--- src/pclk_pkg.sv ---
// constants and field layout of the programmable clock and switch block
//------------------------------------------------------------------
//------------------------------------------------------------------
package pclk_pkg;
  localparam int NUM_PCK = 3;
  // register byte offsets
  localparam logic [7:0] ADR_PCER = 8'h00;
  localparam logic [7:0] ADR_PCDR = 8'h04;
  localparam logic [7:0] ADR_PCSR = 8'h08;
  localparam logic [7:0] ADR_SCER = 8'h0C;
  localparam logic [7:0] ADR_SCDR = 8'h10;
  localparam logic [7:0] ADR_SCSR = 8'h14;
  localparam logic [7:0] ADR_MCKR = 8'h18;
  localparam logic [7:0] ADR_LOCK = 8'h1C;
  localparam logic [7:0] ADR_SR = 8'h20;
  localparam logic [7:0] ADR_ISR = 8'h24;
  localparam logic [7:0] ADR_IMR = 8'h28;
  localparam logic [7:0] ADR_PCK0 = 8'h40;
  // fields
  localparam int CSS_LSB = 0;
  localparam int PROGCLK_PRESCALER_LSB = 4;
  localparam int MCK_CSS_LSB = 0;
  localparam int MCK_PROGCLK_PRESCALER_BIT = 4;
  localparam int MCKRDY_BIT = 8;
  localparam int STAT_W = 9;
  // source encodings
  localparam logic [2:0] SRC_SLOW = 3'h0;
  localparam logic [2:0] SRC_MAIN = 3'h1;
  localparam logic [2:0] SRC_MCK = 3'h2;
  localparam logic [2:0] SRC_PLLA = 3'h3;
  localparam logic [2:0] SRC_UPLL = 3'h4;
  localparam logic [1:0] MCK_SLOW = 2'h0;
  localparam logic [1:0] MCK_MAIN = 2'h1;
  localparam logic [1:0] MCK_PLLA = 2'h2;
  localparam logic [1:0] MCK_UPLL = 2'h3;
  // reset values and response codes
  localparam logic [2:0] CSS_RST = SRC_SLOW;
  localparam logic [7:0] PROGCLK_PRESCALER_RST = 8'h00;
  localparam logic [7:0] LOCK_RST = 8'h3F;
  localparam logic [1:0] RESP_OKAY = 2'h0;
  localparam logic [1:0] RESP_SLVERR = 2'h2;
  // timing counts, in edges of the clock named
  localparam logic [1:0] READY_EDGES = 2'h2;
  localparam logic [8:0] MCK_PROGCLK_PRESCALER_EXTRA = 9'h040;
  localparam logic [3:0] SW_S2M_SLOW = 4'h4;
  localparam logic [3:0] SW_S2M_NEW = 4'h2;
  localparam logic [3:0] SW_M2S_SLOW = 4'h4;
  localparam logic [3:0] SW_S2P_SLOW = 4'h5;
  localparam logic [3:0] SW_S2P_NEW = 4'h2;
  localparam logic [3:0] SW_P2S_OLD = 4'h3;
  localparam logic [3:0] SW_P2S_SLOW = 4'h5;
  localparam logic [3:0] SW_X2P_SLOW = 4'h4;
  localparam logic [3:0] SW_X2P_NEW = 4'h2;
  localparam logic [3:0] SW_P2M_OLD = 4'h3;
  localparam logic [3:0] SW_P2M_NEW = 4'h1;
  localparam logic [3:0] SW_P2P_NEW = 4'h4;
endpackage

--- src/pclk_divider.sv ---
// one programmable clock output: source mux, prescaler and ready flag
`timescale 1ns/10ps
module pclk_divider import pclk_pkg::*; (
  input wire logic clk,
  input wire logic rst,
  input wire logic enable,
  input wire logic [2:0] srcSel,
  input wire logic [7:0] progclk_prescaler,
  input wire logic mainTick,
  input wire logic slowTick,
  input wire logic pllaTick,
  input wire logic upllTick,
  output logic pckOut,
  output logic ready
);
  typedef struct packed {
    logic [7:0] cnt;
    logic [1:0] seen;
    logic out;
    logic rdy;
  } pclk_div_t;
  pclk_div_t s_ff, nxt_s;
  logic srcTick;

  //------------------------------------------------------------------
  // source mux and divider
  //------------------------------------------------------------------
  always_comb begin
    unique case (srcSel)
      SRC_MAIN: srcTick = mainTick;
      SRC_MCK: srcTick = 1'b1;
      SRC_PLLA: srcTick = pllaTick;
      SRC_UPLL: srcTick = upllTick;
      default: srcTick = slowTick;
    endcase
  end

  always_comb begin
    nxt_s = s_ff;
    nxt_s.out = 1'b0;
    if (!enable) begin
      nxt_s = '0;
    end else if (srcTick) begin
      if (s_ff.cnt == progclk_prescaler) begin
        nxt_s.cnt = 8'h00;
        nxt_s.out = 1'b1;
        if (s_ff.seen != READY_EDGES) begin
          nxt_s.seen = s_ff.seen + 2'h1;
        end
      end else begin
        nxt_s.cnt = s_ff.cnt + 8'h01;
      end
    end
    // two whole output periods before declaring the clock stable
    nxt_s.rdy = enable && (nxt_s.seen == READY_EDGES);
  end

  always_ff @(posedge clk) begin
    if (rst) begin
      s_ff <= '0;
    end else begin
      s_ff <= nxt_s;
    end
  end

  assign pckOut = s_ff.out;
  assign ready = s_ff.rdy;
endmodule

--- src/pclk_mck_switch.sv ---
// master clock source switch with worst-case sequencing
`timescale 1ns/10ps
module pclk_mck_switch import pclk_pkg::*; (
  input wire logic clk,
  input wire logic rst,
  input wire logic [1:0] tgtSel,
  input wire logic presOn,
  input wire logic [7:0] lockCnt,
  input wire logic mainTick,
  input wire logic slowTick,
  input wire logic pllaTick,
  input wire logic upllTick,
  output logic [1:0] curSel,
  output logic busy,
  output logic donePulse
);
  typedef enum logic [2:0] {
    PCLK_SW_IDLE, PCLK_SW_OLD, PCLK_SW_SLOW, PCLK_SW_NEW, PCLK_SW_PROGCLK_PRESCALER
  } pclk_sw_t;
  typedef struct packed {
    pclk_sw_t st;
    logic [1:0] cur;
    logic [1:0] tgt;
    logic [8:0] cnt;
    logic [3:0] oldN;
    logic [8:0] slowN;
    logic [3:0] newN;
    logic busy;
    logic done;
  } pclk_swst_t;
  pclk_swst_t s_ff, nxt_s;
  logic [8:0] lockExt;

  function automatic logic selTick(input logic [1:0] sel, input logic m,
                                   input logic sl, input logic a,
                                   input logic u);
    unique case (sel)
      MCK_MAIN: selTick = m;
      MCK_PLLA: selTick = a;
      MCK_UPLL: selTick = u;
      default: selTick = sl;
    endcase
  endfunction

  //------------------------------------------------------------------
  // phase plan: old-clock edges, slow edges, new-clock edges
  //------------------------------------------------------------------
  always_comb begin
    lockExt = {1'b0, lockCnt};
    nxt_s = s_ff;
    nxt_s.done = 1'b0;
    unique case (s_ff.st)
      PCLK_SW_IDLE: begin
        if (tgtSel != s_ff.cur) begin
          nxt_s.tgt = tgtSel;
          nxt_s.cnt = 9'h000;
          nxt_s.busy = 1'b1;
          nxt_s.st = PCLK_SW_OLD;
          nxt_s.oldN = 4'h0;
          nxt_s.newN = 4'h0;
          nxt_s.slowN = {5'h00, SW_M2S_SLOW};
          if (tgtSel == MCK_MAIN && s_ff.cur == MCK_SLOW) begin
            nxt_s.slowN = {5'h00, SW_S2M_SLOW};
            nxt_s.newN = SW_S2M_NEW;
          end else if (tgtSel[1] && s_ff.cur == MCK_SLOW) begin
            nxt_s.slowN = {5'h00, SW_S2P_SLOW} + lockExt;
            nxt_s.newN = SW_S2P_NEW;
          end else if (tgtSel[1] && s_ff.cur == MCK_MAIN) begin
            nxt_s.slowN = {5'h00, SW_X2P_SLOW} + lockExt;
            nxt_s.newN = SW_X2P_NEW;
          end else if (tgtSel[1]) begin
            // the other PLL is assumed running: no relock
            nxt_s.slowN = {5'h00, SW_X2P_SLOW};
            nxt_s.newN = SW_P2P_NEW;
          end else if (tgtSel == MCK_SLOW && s_ff.cur[1]) begin
            nxt_s.oldN = SW_P2S_OLD;
            nxt_s.slowN = {5'h00, SW_P2S_SLOW};
          end else if (tgtSel == MCK_MAIN) begin
            nxt_s.oldN = SW_P2M_OLD;
            nxt_s.slowN = {5'h00, SW_X2P_SLOW};
            nxt_s.newN = SW_P2M_NEW;
          end
        end
      end
      PCLK_SW_OLD: begin
        if (s_ff.cnt == {5'h00, s_ff.oldN}) begin
          nxt_s.cnt = 9'h000;
          nxt_s.st = PCLK_SW_SLOW;
        end else if (selTick(s_ff.cur, mainTick, slowTick, pllaTick,
                             upllTick)) begin
          nxt_s.cnt = s_ff.cnt + 9'h001;
        end
      end
      PCLK_SW_SLOW: begin
        if (s_ff.cnt == s_ff.slowN) begin
          nxt_s.cnt = 9'h000;
          nxt_s.cur = s_ff.tgt;
          nxt_s.st = PCLK_SW_NEW;
        end else if (slowTick) begin
          nxt_s.cnt = s_ff.cnt + 9'h001;
        end
      end
      PCLK_SW_NEW: begin
        if (s_ff.cnt == {5'h00, s_ff.newN}) begin
          nxt_s.cnt = 9'h000;
          nxt_s.st = presOn ? PCLK_SW_PROGCLK_PRESCALER : PCLK_SW_IDLE;
          nxt_s.busy = presOn;
          nxt_s.done = !presOn;
        end else if (selTick(s_ff.cur, mainTick, slowTick, pllaTick,
                             upllTick)) begin
          nxt_s.cnt = s_ff.cnt + 9'h001;
        end
      end
      PCLK_SW_PROGCLK_PRESCALER: begin
        if (s_ff.cnt == MCK_PROGCLK_PRESCALER_EXTRA) begin
          nxt_s.st = PCLK_SW_IDLE;
          nxt_s.busy = 1'b0;
          nxt_s.done = 1'b1;
        end else if (selTick(s_ff.cur, mainTick, slowTick, pllaTick,
                             upllTick)) begin
          nxt_s.cnt = s_ff.cnt + 9'h001;
        end
      end
    endcase
  end

  always_ff @(posedge clk) begin
    if (rst) begin
      s_ff <= '0;
    end else begin
      s_ff <= nxt_s;
    end
  end

  assign curSel = s_ff.cur;
  assign busy = s_ff.busy;
  assign donePulse = s_ff.done;
endmodule

--- src/pclk_top.sv ---
// register file, AXI4-Lite slave and clock outputs of the clock block
//
// Register access over AXI4-Lite and the address map are this design's own decisions.
`timescale 1ns/10ps
module pclk_top import pclk_pkg::*; #(
  parameter int NPCK = NUM_PCK
) (
  input wire logic clk,
  input wire logic rst,
  input wire logic mainTick,
  input wire logic slowClockTick,
  input wire logic pllAOutputTick,
  input wire logic usbPllOutputTick,
  input wire logic [7:0] s_axi_awaddr,
  input wire logic s_axi_awvalid,
  output logic s_axi_awready,
  input wire logic [31:0] s_axi_wdata,
  input wire logic [3:0] s_axi_wstrb,
  input wire logic s_axi_wvalid,
  output logic s_axi_wready,
  output logic [1:0] s_axi_bresp,
  output logic s_axi_bvalid,
  input wire logic s_axi_bready,
  input wire logic [7:0] s_axi_araddr,
  input wire logic s_axi_arvalid,
  output logic s_axi_arready,
  output logic [31:0] s_axi_rdata,
  output logic [1:0] s_axi_rresp,
  output logic s_axi_rvalid,
  input wire logic s_axi_rready,
  output logic [NPCK-1:0] progclkOutput,
  output logic [31:0] periphClkEn,
  output logic [1:0] masterClkSel,
  output logic irq
);
  typedef struct packed {
    logic awRdy;
    logic wRdy;
    logic arRdy;
    logic bValid;
    logic [1:0] bResp;
    logic rValid;
    logic [31:0] rData;
    logic [1:0] rResp;
    logic awFull;
    logic [7:0] awAddr;
    logic wFull;
    logic [31:0] wData;
    logic [3:0] wStrb;
    logic [31:0] periphEn;
    logic [NPCK-1:0] pckEn;
    logic [NPCK-1:0][2:0] progclk_source_select;
    logic [NPCK-1:0][7:0] progclk_prescaler;
    logic [1:0] mckCss;
    logic mckPresOn;
    logic [7:0] lockCnt;
    logic [STAT_W-1:0] isr;
    logic [STAT_W-1:0] imr;
    logic [NPCK-1:0] rdyPrev;
    logic irq;
  } pclk_regs_t;
  pclk_regs_t s_ff, nxt_s;

  logic [NPCK-1:0] pckReady;
  logic mckBusy;
  logic mckDone;
  logic [1:0] mckCur;
  logic [31:0] wMask;
  logic [31:0] wd;
  logic [31:0] oldCfg;
  logic [31:0] newCfg;
  logic [STAT_W-1:0] setEv;
  logic [STAT_W-1:0] clrEv;
  logic [STAT_W-1:0] status;
  logic hit;

  //------------------------------------------------------------------
  // clock outputs and master switch
  //------------------------------------------------------------------
  genvar g;
  generate
    for (g = 0; g < NPCK; g++) begin : gPck
      pclk_divider uDiv (
        .clk(clk),
        .rst(rst),
        .enable(s_ff.pckEn[g]),
        .srcSel(s_ff.progclk_source_select[g]),
        .progclk_prescaler(s_ff.progclk_prescaler[g]),
        .mainTick(mainTick),
        .slowTick(slowClockTick),
        .pllaTick(pllAOutputTick),
        .upllTick(usbPllOutputTick),
        .pckOut(progclkOutput[g]),
        .ready(pckReady[g])
      );
    end
  endgenerate

  pclk_mck_switch uSw (
    .clk(clk),
    .rst(rst),
    .tgtSel(s_ff.mckCss),
    .presOn(s_ff.mckPresOn),
    .lockCnt(s_ff.lockCnt),
    .mainTick(mainTick),
    .slowTick(slowClockTick),
    .pllaTick(pllAOutputTick),
    .upllTick(usbPllOutputTick),
    .curSel(mckCur),
    .busy(mckBusy),
    .donePulse(mckDone)
  );

  //------------------------------------------------------------------
  // register file and bus slave
  //------------------------------------------------------------------
  always_comb begin
    nxt_s = s_ff;
    wMask = {{8{s_ff.wStrb[3]}}, {8{s_ff.wStrb[2]}},
             {8{s_ff.wStrb[1]}}, {8{s_ff.wStrb[0]}}};
    wd = s_ff.wData & wMask;
    oldCfg = 32'h0000_0000;
    newCfg = 32'h0000_0000;
    hit = 1'b0;
    clrEv = '0;
    status = '0;
    status[MCKRDY_BIT] = !mckBusy;
    status[NPCK-1:0] = pckReady;
    setEv = '0;
    setEv[MCKRDY_BIT] = mckDone;
    setEv[NPCK-1:0] = pckReady & ~s_ff.rdyPrev;
    nxt_s.rdyPrev = pckReady;
    if (s_axi_awvalid && s_ff.awRdy) begin
      nxt_s.awFull = 1'b1;
      nxt_s.awAddr = s_axi_awaddr;
    end
    if (s_axi_wvalid && s_ff.wRdy) begin
      nxt_s.wFull = 1'b1;
      nxt_s.wData = s_axi_wdata;
      nxt_s.wStrb = s_axi_wstrb;
    end
    if (s_ff.bValid && s_axi_bready) begin
      nxt_s.bValid = 1'b0;
    end
    if (s_ff.awFull && s_ff.wFull && !s_ff.bValid) begin
      nxt_s.awFull = 1'b0;
      nxt_s.wFull = 1'b0;
      nxt_s.bValid = 1'b1;
      nxt_s.bResp = RESP_OKAY;
      case (s_ff.awAddr)
        ADR_PCER: nxt_s.periphEn = s_ff.periphEn | wd;
        ADR_PCDR: nxt_s.periphEn = s_ff.periphEn & ~wd;
        ADR_SCER: nxt_s.pckEn = s_ff.pckEn | wd[NPCK-1:0];
        ADR_SCDR: nxt_s.pckEn = s_ff.pckEn & ~wd[NPCK-1:0];
        ADR_MCKR: begin
          if (s_ff.wStrb[0]) begin
            nxt_s.mckCss = s_ff.wData[MCK_CSS_LSB +: 2];
            nxt_s.mckPresOn = s_ff.wData[MCK_PROGCLK_PRESCALER_BIT];
          end
        end
        ADR_LOCK: begin
          if (s_ff.wStrb[0]) begin
            nxt_s.lockCnt = s_ff.wData[7:0];
          end
        end
        ADR_ISR: clrEv = wd[STAT_W-1:0];
        ADR_IMR: begin
          nxt_s.imr = (s_ff.imr & ~wMask[STAT_W-1:0]) | wd[STAT_W-1:0];
        end
        ADR_PCSR, ADR_SCSR, ADR_SR: hit = 1'b1;
        default: begin
          for (int i = 0; i < NPCK; i++) begin
            if (s_ff.awAddr == ADR_PCK0 + 8'(i * 4)) begin
              hit = 1'b1;
              oldCfg[CSS_LSB +: 3] = s_ff.progclk_source_select[i];
              oldCfg[PROGCLK_PRESCALER_LSB +: 8] = s_ff.progclk_prescaler[i];
              newCfg = (oldCfg & ~wMask) | wd;
              // source and prescaler land together; a live clock takes
              // them at once, hence the disable-first sequence
              nxt_s.progclk_source_select[i] = newCfg[CSS_LSB +: 3];
              nxt_s.progclk_prescaler[i] = newCfg[PROGCLK_PRESCALER_LSB +: 8];
            end
          end
          if (!hit) begin
            nxt_s.bResp = RESP_SLVERR;
          end
        end
      endcase
    end
    // a new event beats a simultaneous clear
    nxt_s.isr = (s_ff.isr & ~clrEv) | setEv;
    nxt_s.irq = |(nxt_s.isr & nxt_s.imr);
    nxt_s.awRdy = !nxt_s.awFull;
    nxt_s.wRdy = !nxt_s.wFull;
    if (s_ff.rValid && s_axi_rready) begin
      nxt_s.rValid = 1'b0;
    end
    if (s_axi_arvalid && s_ff.arRdy) begin
      nxt_s.rValid = 1'b1;
      nxt_s.rResp = RESP_OKAY;
      nxt_s.rData = 32'h0000_0000;
      case (s_axi_araddr)
        ADR_PCER, ADR_PCDR, ADR_SCER, ADR_SCDR: nxt_s.rData = 32'h0000_0000;
        ADR_PCSR: nxt_s.rData = s_ff.periphEn;
        ADR_SCSR: nxt_s.rData[NPCK-1:0] = s_ff.pckEn;
        ADR_MCKR: begin
          nxt_s.rData[MCK_CSS_LSB +: 2] = s_ff.mckCss;
          nxt_s.rData[MCK_PROGCLK_PRESCALER_BIT] = s_ff.mckPresOn;
        end
        ADR_LOCK: nxt_s.rData[7:0] = s_ff.lockCnt;
        ADR_SR: nxt_s.rData[STAT_W-1:0] = status;
        ADR_ISR: nxt_s.rData[STAT_W-1:0] = s_ff.isr;
        ADR_IMR: nxt_s.rData[STAT_W-1:0] = s_ff.imr;
        default: begin
          nxt_s.rResp = RESP_SLVERR;
          for (int i = 0; i < NPCK; i++) begin
            if (s_axi_araddr == ADR_PCK0 + 8'(i * 4)) begin
              nxt_s.rResp = RESP_OKAY;
              nxt_s.rData[CSS_LSB +: 3] = s_ff.progclk_source_select[i];
              nxt_s.rData[PROGCLK_PRESCALER_LSB +: 8] = s_ff.progclk_prescaler[i];
            end
          end
        end
      endcase
    end
    nxt_s.arRdy = !nxt_s.rValid;
  end

  always_ff @(posedge clk) begin
    if (rst) begin
      s_ff <= '0;
      for (int i = 0; i < NPCK; i++) begin
        s_ff.progclk_source_select[i] <= CSS_RST;
        s_ff.progclk_prescaler[i] <= PROGCLK_PRESCALER_RST;
      end
      s_ff.lockCnt <= LOCK_RST;
    end else begin
      s_ff <= nxt_s;
    end
  end

  assign s_axi_awready = s_ff.awRdy;
  assign s_axi_wready = s_ff.wRdy;
  assign s_axi_arready = s_ff.arRdy;
  assign s_axi_bvalid = s_ff.bValid;
  assign s_axi_bresp = s_ff.bResp;
  assign s_axi_rvalid = s_ff.rValid;
  assign s_axi_rdata = s_ff.rData;
  assign s_axi_rresp = s_ff.rResp;
  assign periphClkEn = s_ff.periphEn;
  assign masterClkSel = mckCur;
  assign irq = s_ff.irq;
endmodule

--- config.mk ---
export PLATFORM = sky130hd
export DESIGN_NAME = pclk_top
export DESIGN_NICKNAME = d
export VERILOG_FILES = /design/src/pclk_pkg.sv /design/src/pclk_divider.sv /design/src/pclk_mck_switch.sv /design/src/pclk_top.sv
export SDC_FILE = /design/constraint.sdc
export NUM_CORES = 1
export LEC_CHECK = 0
export ABC_CLOCK_PERIOD_IN_PS = 5300
export BUFFER_PORTS_ARGS = -buffer_cell sky130_fd_sc_hd__buf_2
export CAP_MARGIN = 20
export CELL_PAD_IN_SITES_DETAIL_PLACEMENT = 2
export CELL_PAD_IN_SITES_GLOBAL_PLACEMENT = 2
export CORE_MARGIN = 5
export CORE_UTILIZATION = 38
export CTS_CLUSTER_DIAMETER = 40
export DETAILED_ROUTE_END_ITERATION = 7
export GPL_TIMING_DRIVEN = 0
export PLACE_DENSITY_LB_ADDON = 0.08
export SYNTH_ARGS = -nofsm -noshare
export SYNTH_HDL_FRONTEND = slang
export SYNTH_SLANG_ARGS = --single-unit
--- constraint.sdc ---
create_clock -name clk -period 5.3 [get_ports clk]
set_clock_uncertainty 0.1 [all_clocks]
set_input_delay 1.06 -clock clk [delete_from_list [all_inputs] [get_ports clk]]
set_output_delay 1.06 -clock clk [all_outputs]
set_load 0.05 [all_outputs]
# Yosys cells after proc, flatten, opt, wreduce, memory -nomap -nowiden
# Cells that the tools add are included.
[word_totals] reg_bits=259 latchBits=0 mem_bits_rw=0 rom_bits=0 input_bits=63 output_inout_bits=79 word_cells=307 n_memories=0
[op_classes] add_sub_neg=9 n_mul=0 div=0 magnitude_cmp=0 eq_ne=70 shifts=0 n_mux=93 bitwise=30 reduce_logical=56
[ops] cell="$mux 9" count=13
[ops] cell="$mux 13" count=5
[ops] cell="$and 32x32->32" count=2
[ops] cell="$eq 8x5->1 const B" count=8
[ops] cell="$pmux 32 s2" count=1
[ops] cell="$eq 8x6->1 const B" count=6
[ops] cell="$eq 8x7->1 const B" count=6
[ops] cell="$mux 8" count=6
[ops] cell="$mux 3" count=15
[ops] cell="$pmux 9 s5" count=1
[ops] cell="$mux 37" count=1
[ops] cell="$and 12x12->12" count=3
[ops] cell="$or 12x12->12" count=3
[ops] cell="$mux 35" count=1
[ops] cell="$eq 8x4->1 const B" count=4
[ops] cell="$not 32->32" count=1
[ops] cell="$or 32x32->32" count=1
[ops] cell="$pmux 3 s5" count=2
[ops] cell="$and 9x9->9" count=3
[ops] cell="$mux 27" count=1
[ops] cell="$add 8x1->8 const B" count=3
[ops] cell="$eq 3x2->1 const B" count=8
[ops] cell="$eq 8x8->1" count=3
[ops] cell="$reduce_or 11->1" count=2
[ops] cell="56 further kinds" count=159

# Depth between registers and ports, before layout
[depth] depth_word=9 mapped_depth=10

# Hierarchy
# A second synthesis with hierarchy kept.
[hier_totals] cells_unflattened=1507 hier_area_um2=12968.7
[by_module_without_submodules] mod="pclk_top" instances=1 cells_per_inst=977 area_per_inst_um2=8294.2 seq_area_each_um2=3723.6
[by_module_without_submodules] mod="pclk_divider" instances=3 cells_per_inst=96 area_per_inst_um2=903.4 seq_area_each_um2=240.2
[by_module_without_submodules] mod="pclk_mck_switch" instances=1 cells_per_inst=242 area_per_inst_um2=1964.4 seq_area_each_um2=620.6

# Worst setup path after synthesis
# No wires, ideal clock.
[synth_timing] path_kind="input port to flip-flop" start="input port s_axi_araddr[2]" end="register s_ff, in the netlist s_axi_rdata[21]" setup_time_ps=70 arrival_ps=2784 t_required_ps=5130 setup_slack_ps=2345 cell_stages=7 path_buffers=2 cell_sequence="clkbuf_1 nor4b_1 nand2_1 nor2_1 buf_2 nand3_1 a21oi_1"
[synth_via] elab_chain_cells=2
[synth_lines] element="from (decl)" line_no="pclk_top.sv:24" rtl="input wire logic [7:0] s_axi_araddr,"
[synth_lines] element="$eq 8x4->1" line_no="pclk_top.sv:202" rtl="case (s_axi_araddr)"
[synth_lines] element="$mux 20" line_no="pclk_top.sv:202"
[synth_lines] element="to (signal assigned)" line_no="pclk_top.sv:238" rtl="s_ff <= nxt_s;"
[synth_lines] element="to (decl)" line_no="pclk_top.sv:62" rtl="pclk_regs_t s_ff, nxt_s;"
# Every way passes these cells.
# A chain may end at the register's enable or synchronous reset.

# Worst setup path in the final report
[layout_timing] start="input port slowClockTick" end="register gPck[0].uDiv.s_ff, in the netlist gPck[0].uDiv.ready"
[layout_via] elab_chain_cells=5
[layout_lines] element="from (decl)" line_no="pclk_top.sv:11" rtl="input wire logic slowClockTick,"
[layout_lines] element="$pmux 1 s4" line_no="pclk_divider.sv:29" rtl="unique case (srcSel)"
[layout_lines] element="$mux 3" line_no="pclk_divider.sv:43" rtl="end else if (srcTick) begin"
[layout_lines] element="$mux 3" line_no="pclk_divider.sv:41" rtl="if (!enable) begin"
[layout_lines] element="$eq 2x2->1" line_no="pclk_divider.sv:55" rtl="nxt_s.rdy = enable && (nxt_s.seen == READY_EDGES);"
[layout_lines] element="$logic_and 1x1->1" line_no="pclk_divider.sv:55"
[layout_lines] element="to (signal assigned)" line_no="pclk_divider.sv:62" rtl="s_ff <= nxt_s;"
[layout_lines] element="to (decl)" line_no="pclk_divider.sv:22" rtl="pclk_div_t s_ff, nxt_s;"
# Every way passes these cells.

==> results.json <==
{
  "run_status": "completed",
  "tritoncts": "built",
  "via_per_inst": 5.61,
  "worst_ir_drop_vdd_mv": 0.222,
  "drt-initial-drc-count": 641,
  "final_core_util": 0.481,
  "max_stage_delay_ns": 0.86,
  "die_x_um": 187,
  "dp_hpwl_um": 34300,
  "cts_sinks": 253,
  "power_frac_seq": 0.356,
  "cts-root-buf": "clkbuf_16",
  "hold_path.class": "reg -> reg",
  "path_buf_inv": 1,
  "final_antenna_net_count": 0,
  "worst-setup-path-type": "in -> reg",
  "reg_to_reg_startpoint": "s_ff[143]",
  "maximum_number_of_pins_on_one_net_before_global_route_repair": 14,
  "wl_per_cell_um": 23.7,
  "antenna_found_initial": 7,
  "pwr_density_cell_nw_per_um2": 374,
  "use_met1": 0.331,
  "post_cts.repair.setup_buffers": 0,
  "clkTransAtPathRegs_ns": 0.06,
  "worst_r2r_endpoint": "irq",
  "yosysWarningCount": 0,
  "total_leakage_power_nw": 5.89,
  "grt_util_met2": 0.489,
  "synth-edff-count": 0,
  "place_congestion": 0.879,
  "layout_common_cells": "dfxtp_1, nand2_1, a21oi_1",
  "start_util": 0.387,
  "internal_power_mw": 4.10,
  "place.port_buffers": 136,
  "tritoncts.num_buffers": 49,
  "number_of_cells_produced_by_synthesis": 1456,
  "critical_path_top_delay_cell": "nor3_1",
  "whs_endpoint": "s_axi_rdata[15]",
  "final.period_utilization": 0.621,
  "max_slew_margin": 0.315,
  "async_reset_ff_frac": 0,
  "critical-path-top-delay-family": "simple AND/OR/NAND/NOR gates",
  "critical_path.max_fanout": 9,
  "worst_pin_slew_ns": 1.01,
  "die_h_um": 187,
  "proportion_of_layout_cells_with_a_drive_suffix_above_1": 0.193,
  "syn_to_layout_area_delta_pct": 24.4,
  "via_count": 11700,
  "hold-path-cell-count": 2,
  "critPathLaunchType": "input port",
  "fillers": 3496,
  "power.share.switching": 0.260,
  "num_io_pins": 142,
  "final.setup.tns_ns": 0,
  "share_comb_of_total_power": 0.062,
  "row_count": 64,
  "final_nets": 1720,
  "groute.layer.met3.usage": 0.0579,
  "grt_setup_unrepaired": "false",
  "switching_power_mw": 1.44,
  "cts_repair_resizes": 0,
  "clock_insertion_delay_worst_skew_ns": 0.55,
  "timing.max_cap.violations": 0,
  "h-tree-depth": 2,
  "cp_data_arrival_time_ns": 3.61,
  "period_minus_slack_ns": 3.29,
  "final-hold-violation-count": 0,
  "max_clock_freq_mhz": 304,
  "globalRoute.busiestLayer": "met2",
  "cts.hold.buffers_added": 0,
  "drc_violation_count_after_routing": 0,
  "cts_buffer_depth": 3,
  "grt_overflow_total": 0,
  "clock_power_frac": 0.582,
  "post_place_instance_area_um2": 13100,
  "syn-mean-instance-area_um2": 8.17,
  "synth_ff_type": "dfxtp_1",
  "crit_path_required_time_ns": 5.62,
  "layout.cells.most_common": "dfxtp_1",
  "grt_first_pass_wirelength_um": 77200,
  "worst-r2r-setup-slack_ns": 2.11,
  "routed_wirelength_um": 49300,
  "holdWs_ns": 0.352,
  "synthesis.area_um2": 11900,
  "synth-seq-area-share": 0.426,
  "synthDistinctLibCells": 64,
  "grtUsageTotal": 0.276,
  "fp.coreArea_um2": 30700,
  "maxSlewViolCount": 0,
  "via_count_of_the_first_global_routing_pass": 13000,
  "die_area_um2": 35000,
  "timing.critical_path.cells": "clkbuf_1, nor2_1, o21bai_1, a21oi_1, nor3_1, mux2i_1, nor4bb_1",
  "critical_path.endpoint_type": "register",
  "final-setup-viol-count": 0,
  "drt_pass1_iterations": 6,
  "r2r_cells": 6,
  "synth-seq-cells": 253,
  "holdCritStartpoint": "s_axi_rdata[15]",
  "post-route-cell-area_um2": 14800
}
==> layout make-up <==
cell class                 instances  area [µm²]  area share
multi-input combinational       1028        5890       0.398
sequential                       253        5060       0.342
clock buffer                      60        1340      0.0903
buffer                           157         878      0.0593
timing repair buffer             138         693      0.0468
tap                              396         495      0.0335
clock inverter                    31         372      0.0251
inverter                          19        71.3     0.00482
antenna                            1        2.50    0.000169
==> metal layers <==
| layer | vias to the layer above | routed length (µm) |
|---|---|---|
| met4 | 6 | 1660 |
| li1 | 5378 | - |
| met2 | 324 | 24400 |
| met3 | 110 | 2550 |
| met5 | - | 28 |
| met1 | 5866 | 20600 |
==> cell usage after synthesis, types with 11 or more instances <==
library cell	count	area, µm²
nand3_1	96	480
dfxtp_1	253	5060
a22oi_1	12	90.1
a21oi_1	170	851
nor3b_1	18	135
nand4_1	14	87.6
xnor2_1	44	385
nand2_1	239	897
nor2b_1	16	100
o21ai_0	25	125
xor2_1	20	175
clkbuf_1	66	248
inv_1	19	71.3
ha_1	11	138
nor3_1	26	130
buf_4	74	556
mux2i_1	55	551
nor2_1	128	480
==> worst max-delay path by stage <==
stage	startpoint	end	slack, ns	cells past startpoint
final	slowClockTick	gPck[0].uDiv.ready	2.01	7
after global routing	s_ff[140]	irq	1.95	7
after CTS	slowClockTick	gPck[0].uDiv.ready	2.03	7
after detailed placement	s_axi_araddr[2]	s_axi_rdata[12]	1.70	8
after global placement	s_axi_araddr[2]	s_axi_rdata[30]	1.06	7
after floorplan	s_axi_araddr[2]	s_axi_rdata[21]	2.35	7
==> worst reg2reg max path, stage by stage (launching register included) <==
cell	delay (ns)
dfxtp_1	0.42
nor4b_2	0.70
nand4_1	0.75
mux2i_1	0.32
a211oi_1	0.28
nor3_1	0.09
a31oi_1	0.39
==> cell families after synthesis <==
family | count (synthesis) | share of synthesized area
AO/OA/AOI/OAI | 280 | 0.140
buffers and inverters | 176 | 0.0798
flip-flops | 253 | 0.426
multiplexers | 59 | 0.0510
adder cells (fa/ha/maj) | 11 | 0.0116
AND/OR/NAND/NOR | 612 | 0.244
other | 1 | 0.000315
XOR/XNOR | 64 | 0.0471
==> through the flow <==
step	setup slack (ns)	std cells	total power, mW
2_1_floorplan	2.35	1457	2.20
3_3_place_gp	1.06	1989	2.34
3_5_place_dp	1.70	1991	2.35
4_1_cts	2.03	2082	5.58
5_1_grt	1.95	2083	5.71
6_report	2.01	2083	5.54
==> power by group through the flow <==
stage | logic [mW] | clock network (mW) | registers [mW]
6_report | 0.345 | 3.22 | 1.97
5_1_grt | 0.371 | 3.37 | 1.97
4_1_cts | 0.346 | 3.26 | 1.97
3_5_place_dp | 0.339 | 0 | 2.01
3_3_place_gp | 0.330 | 0 | 2.01
2_1_floorplan | 0.201 | 0 | 2.00
Note: power is estimated with default switching activity, not from simulation.
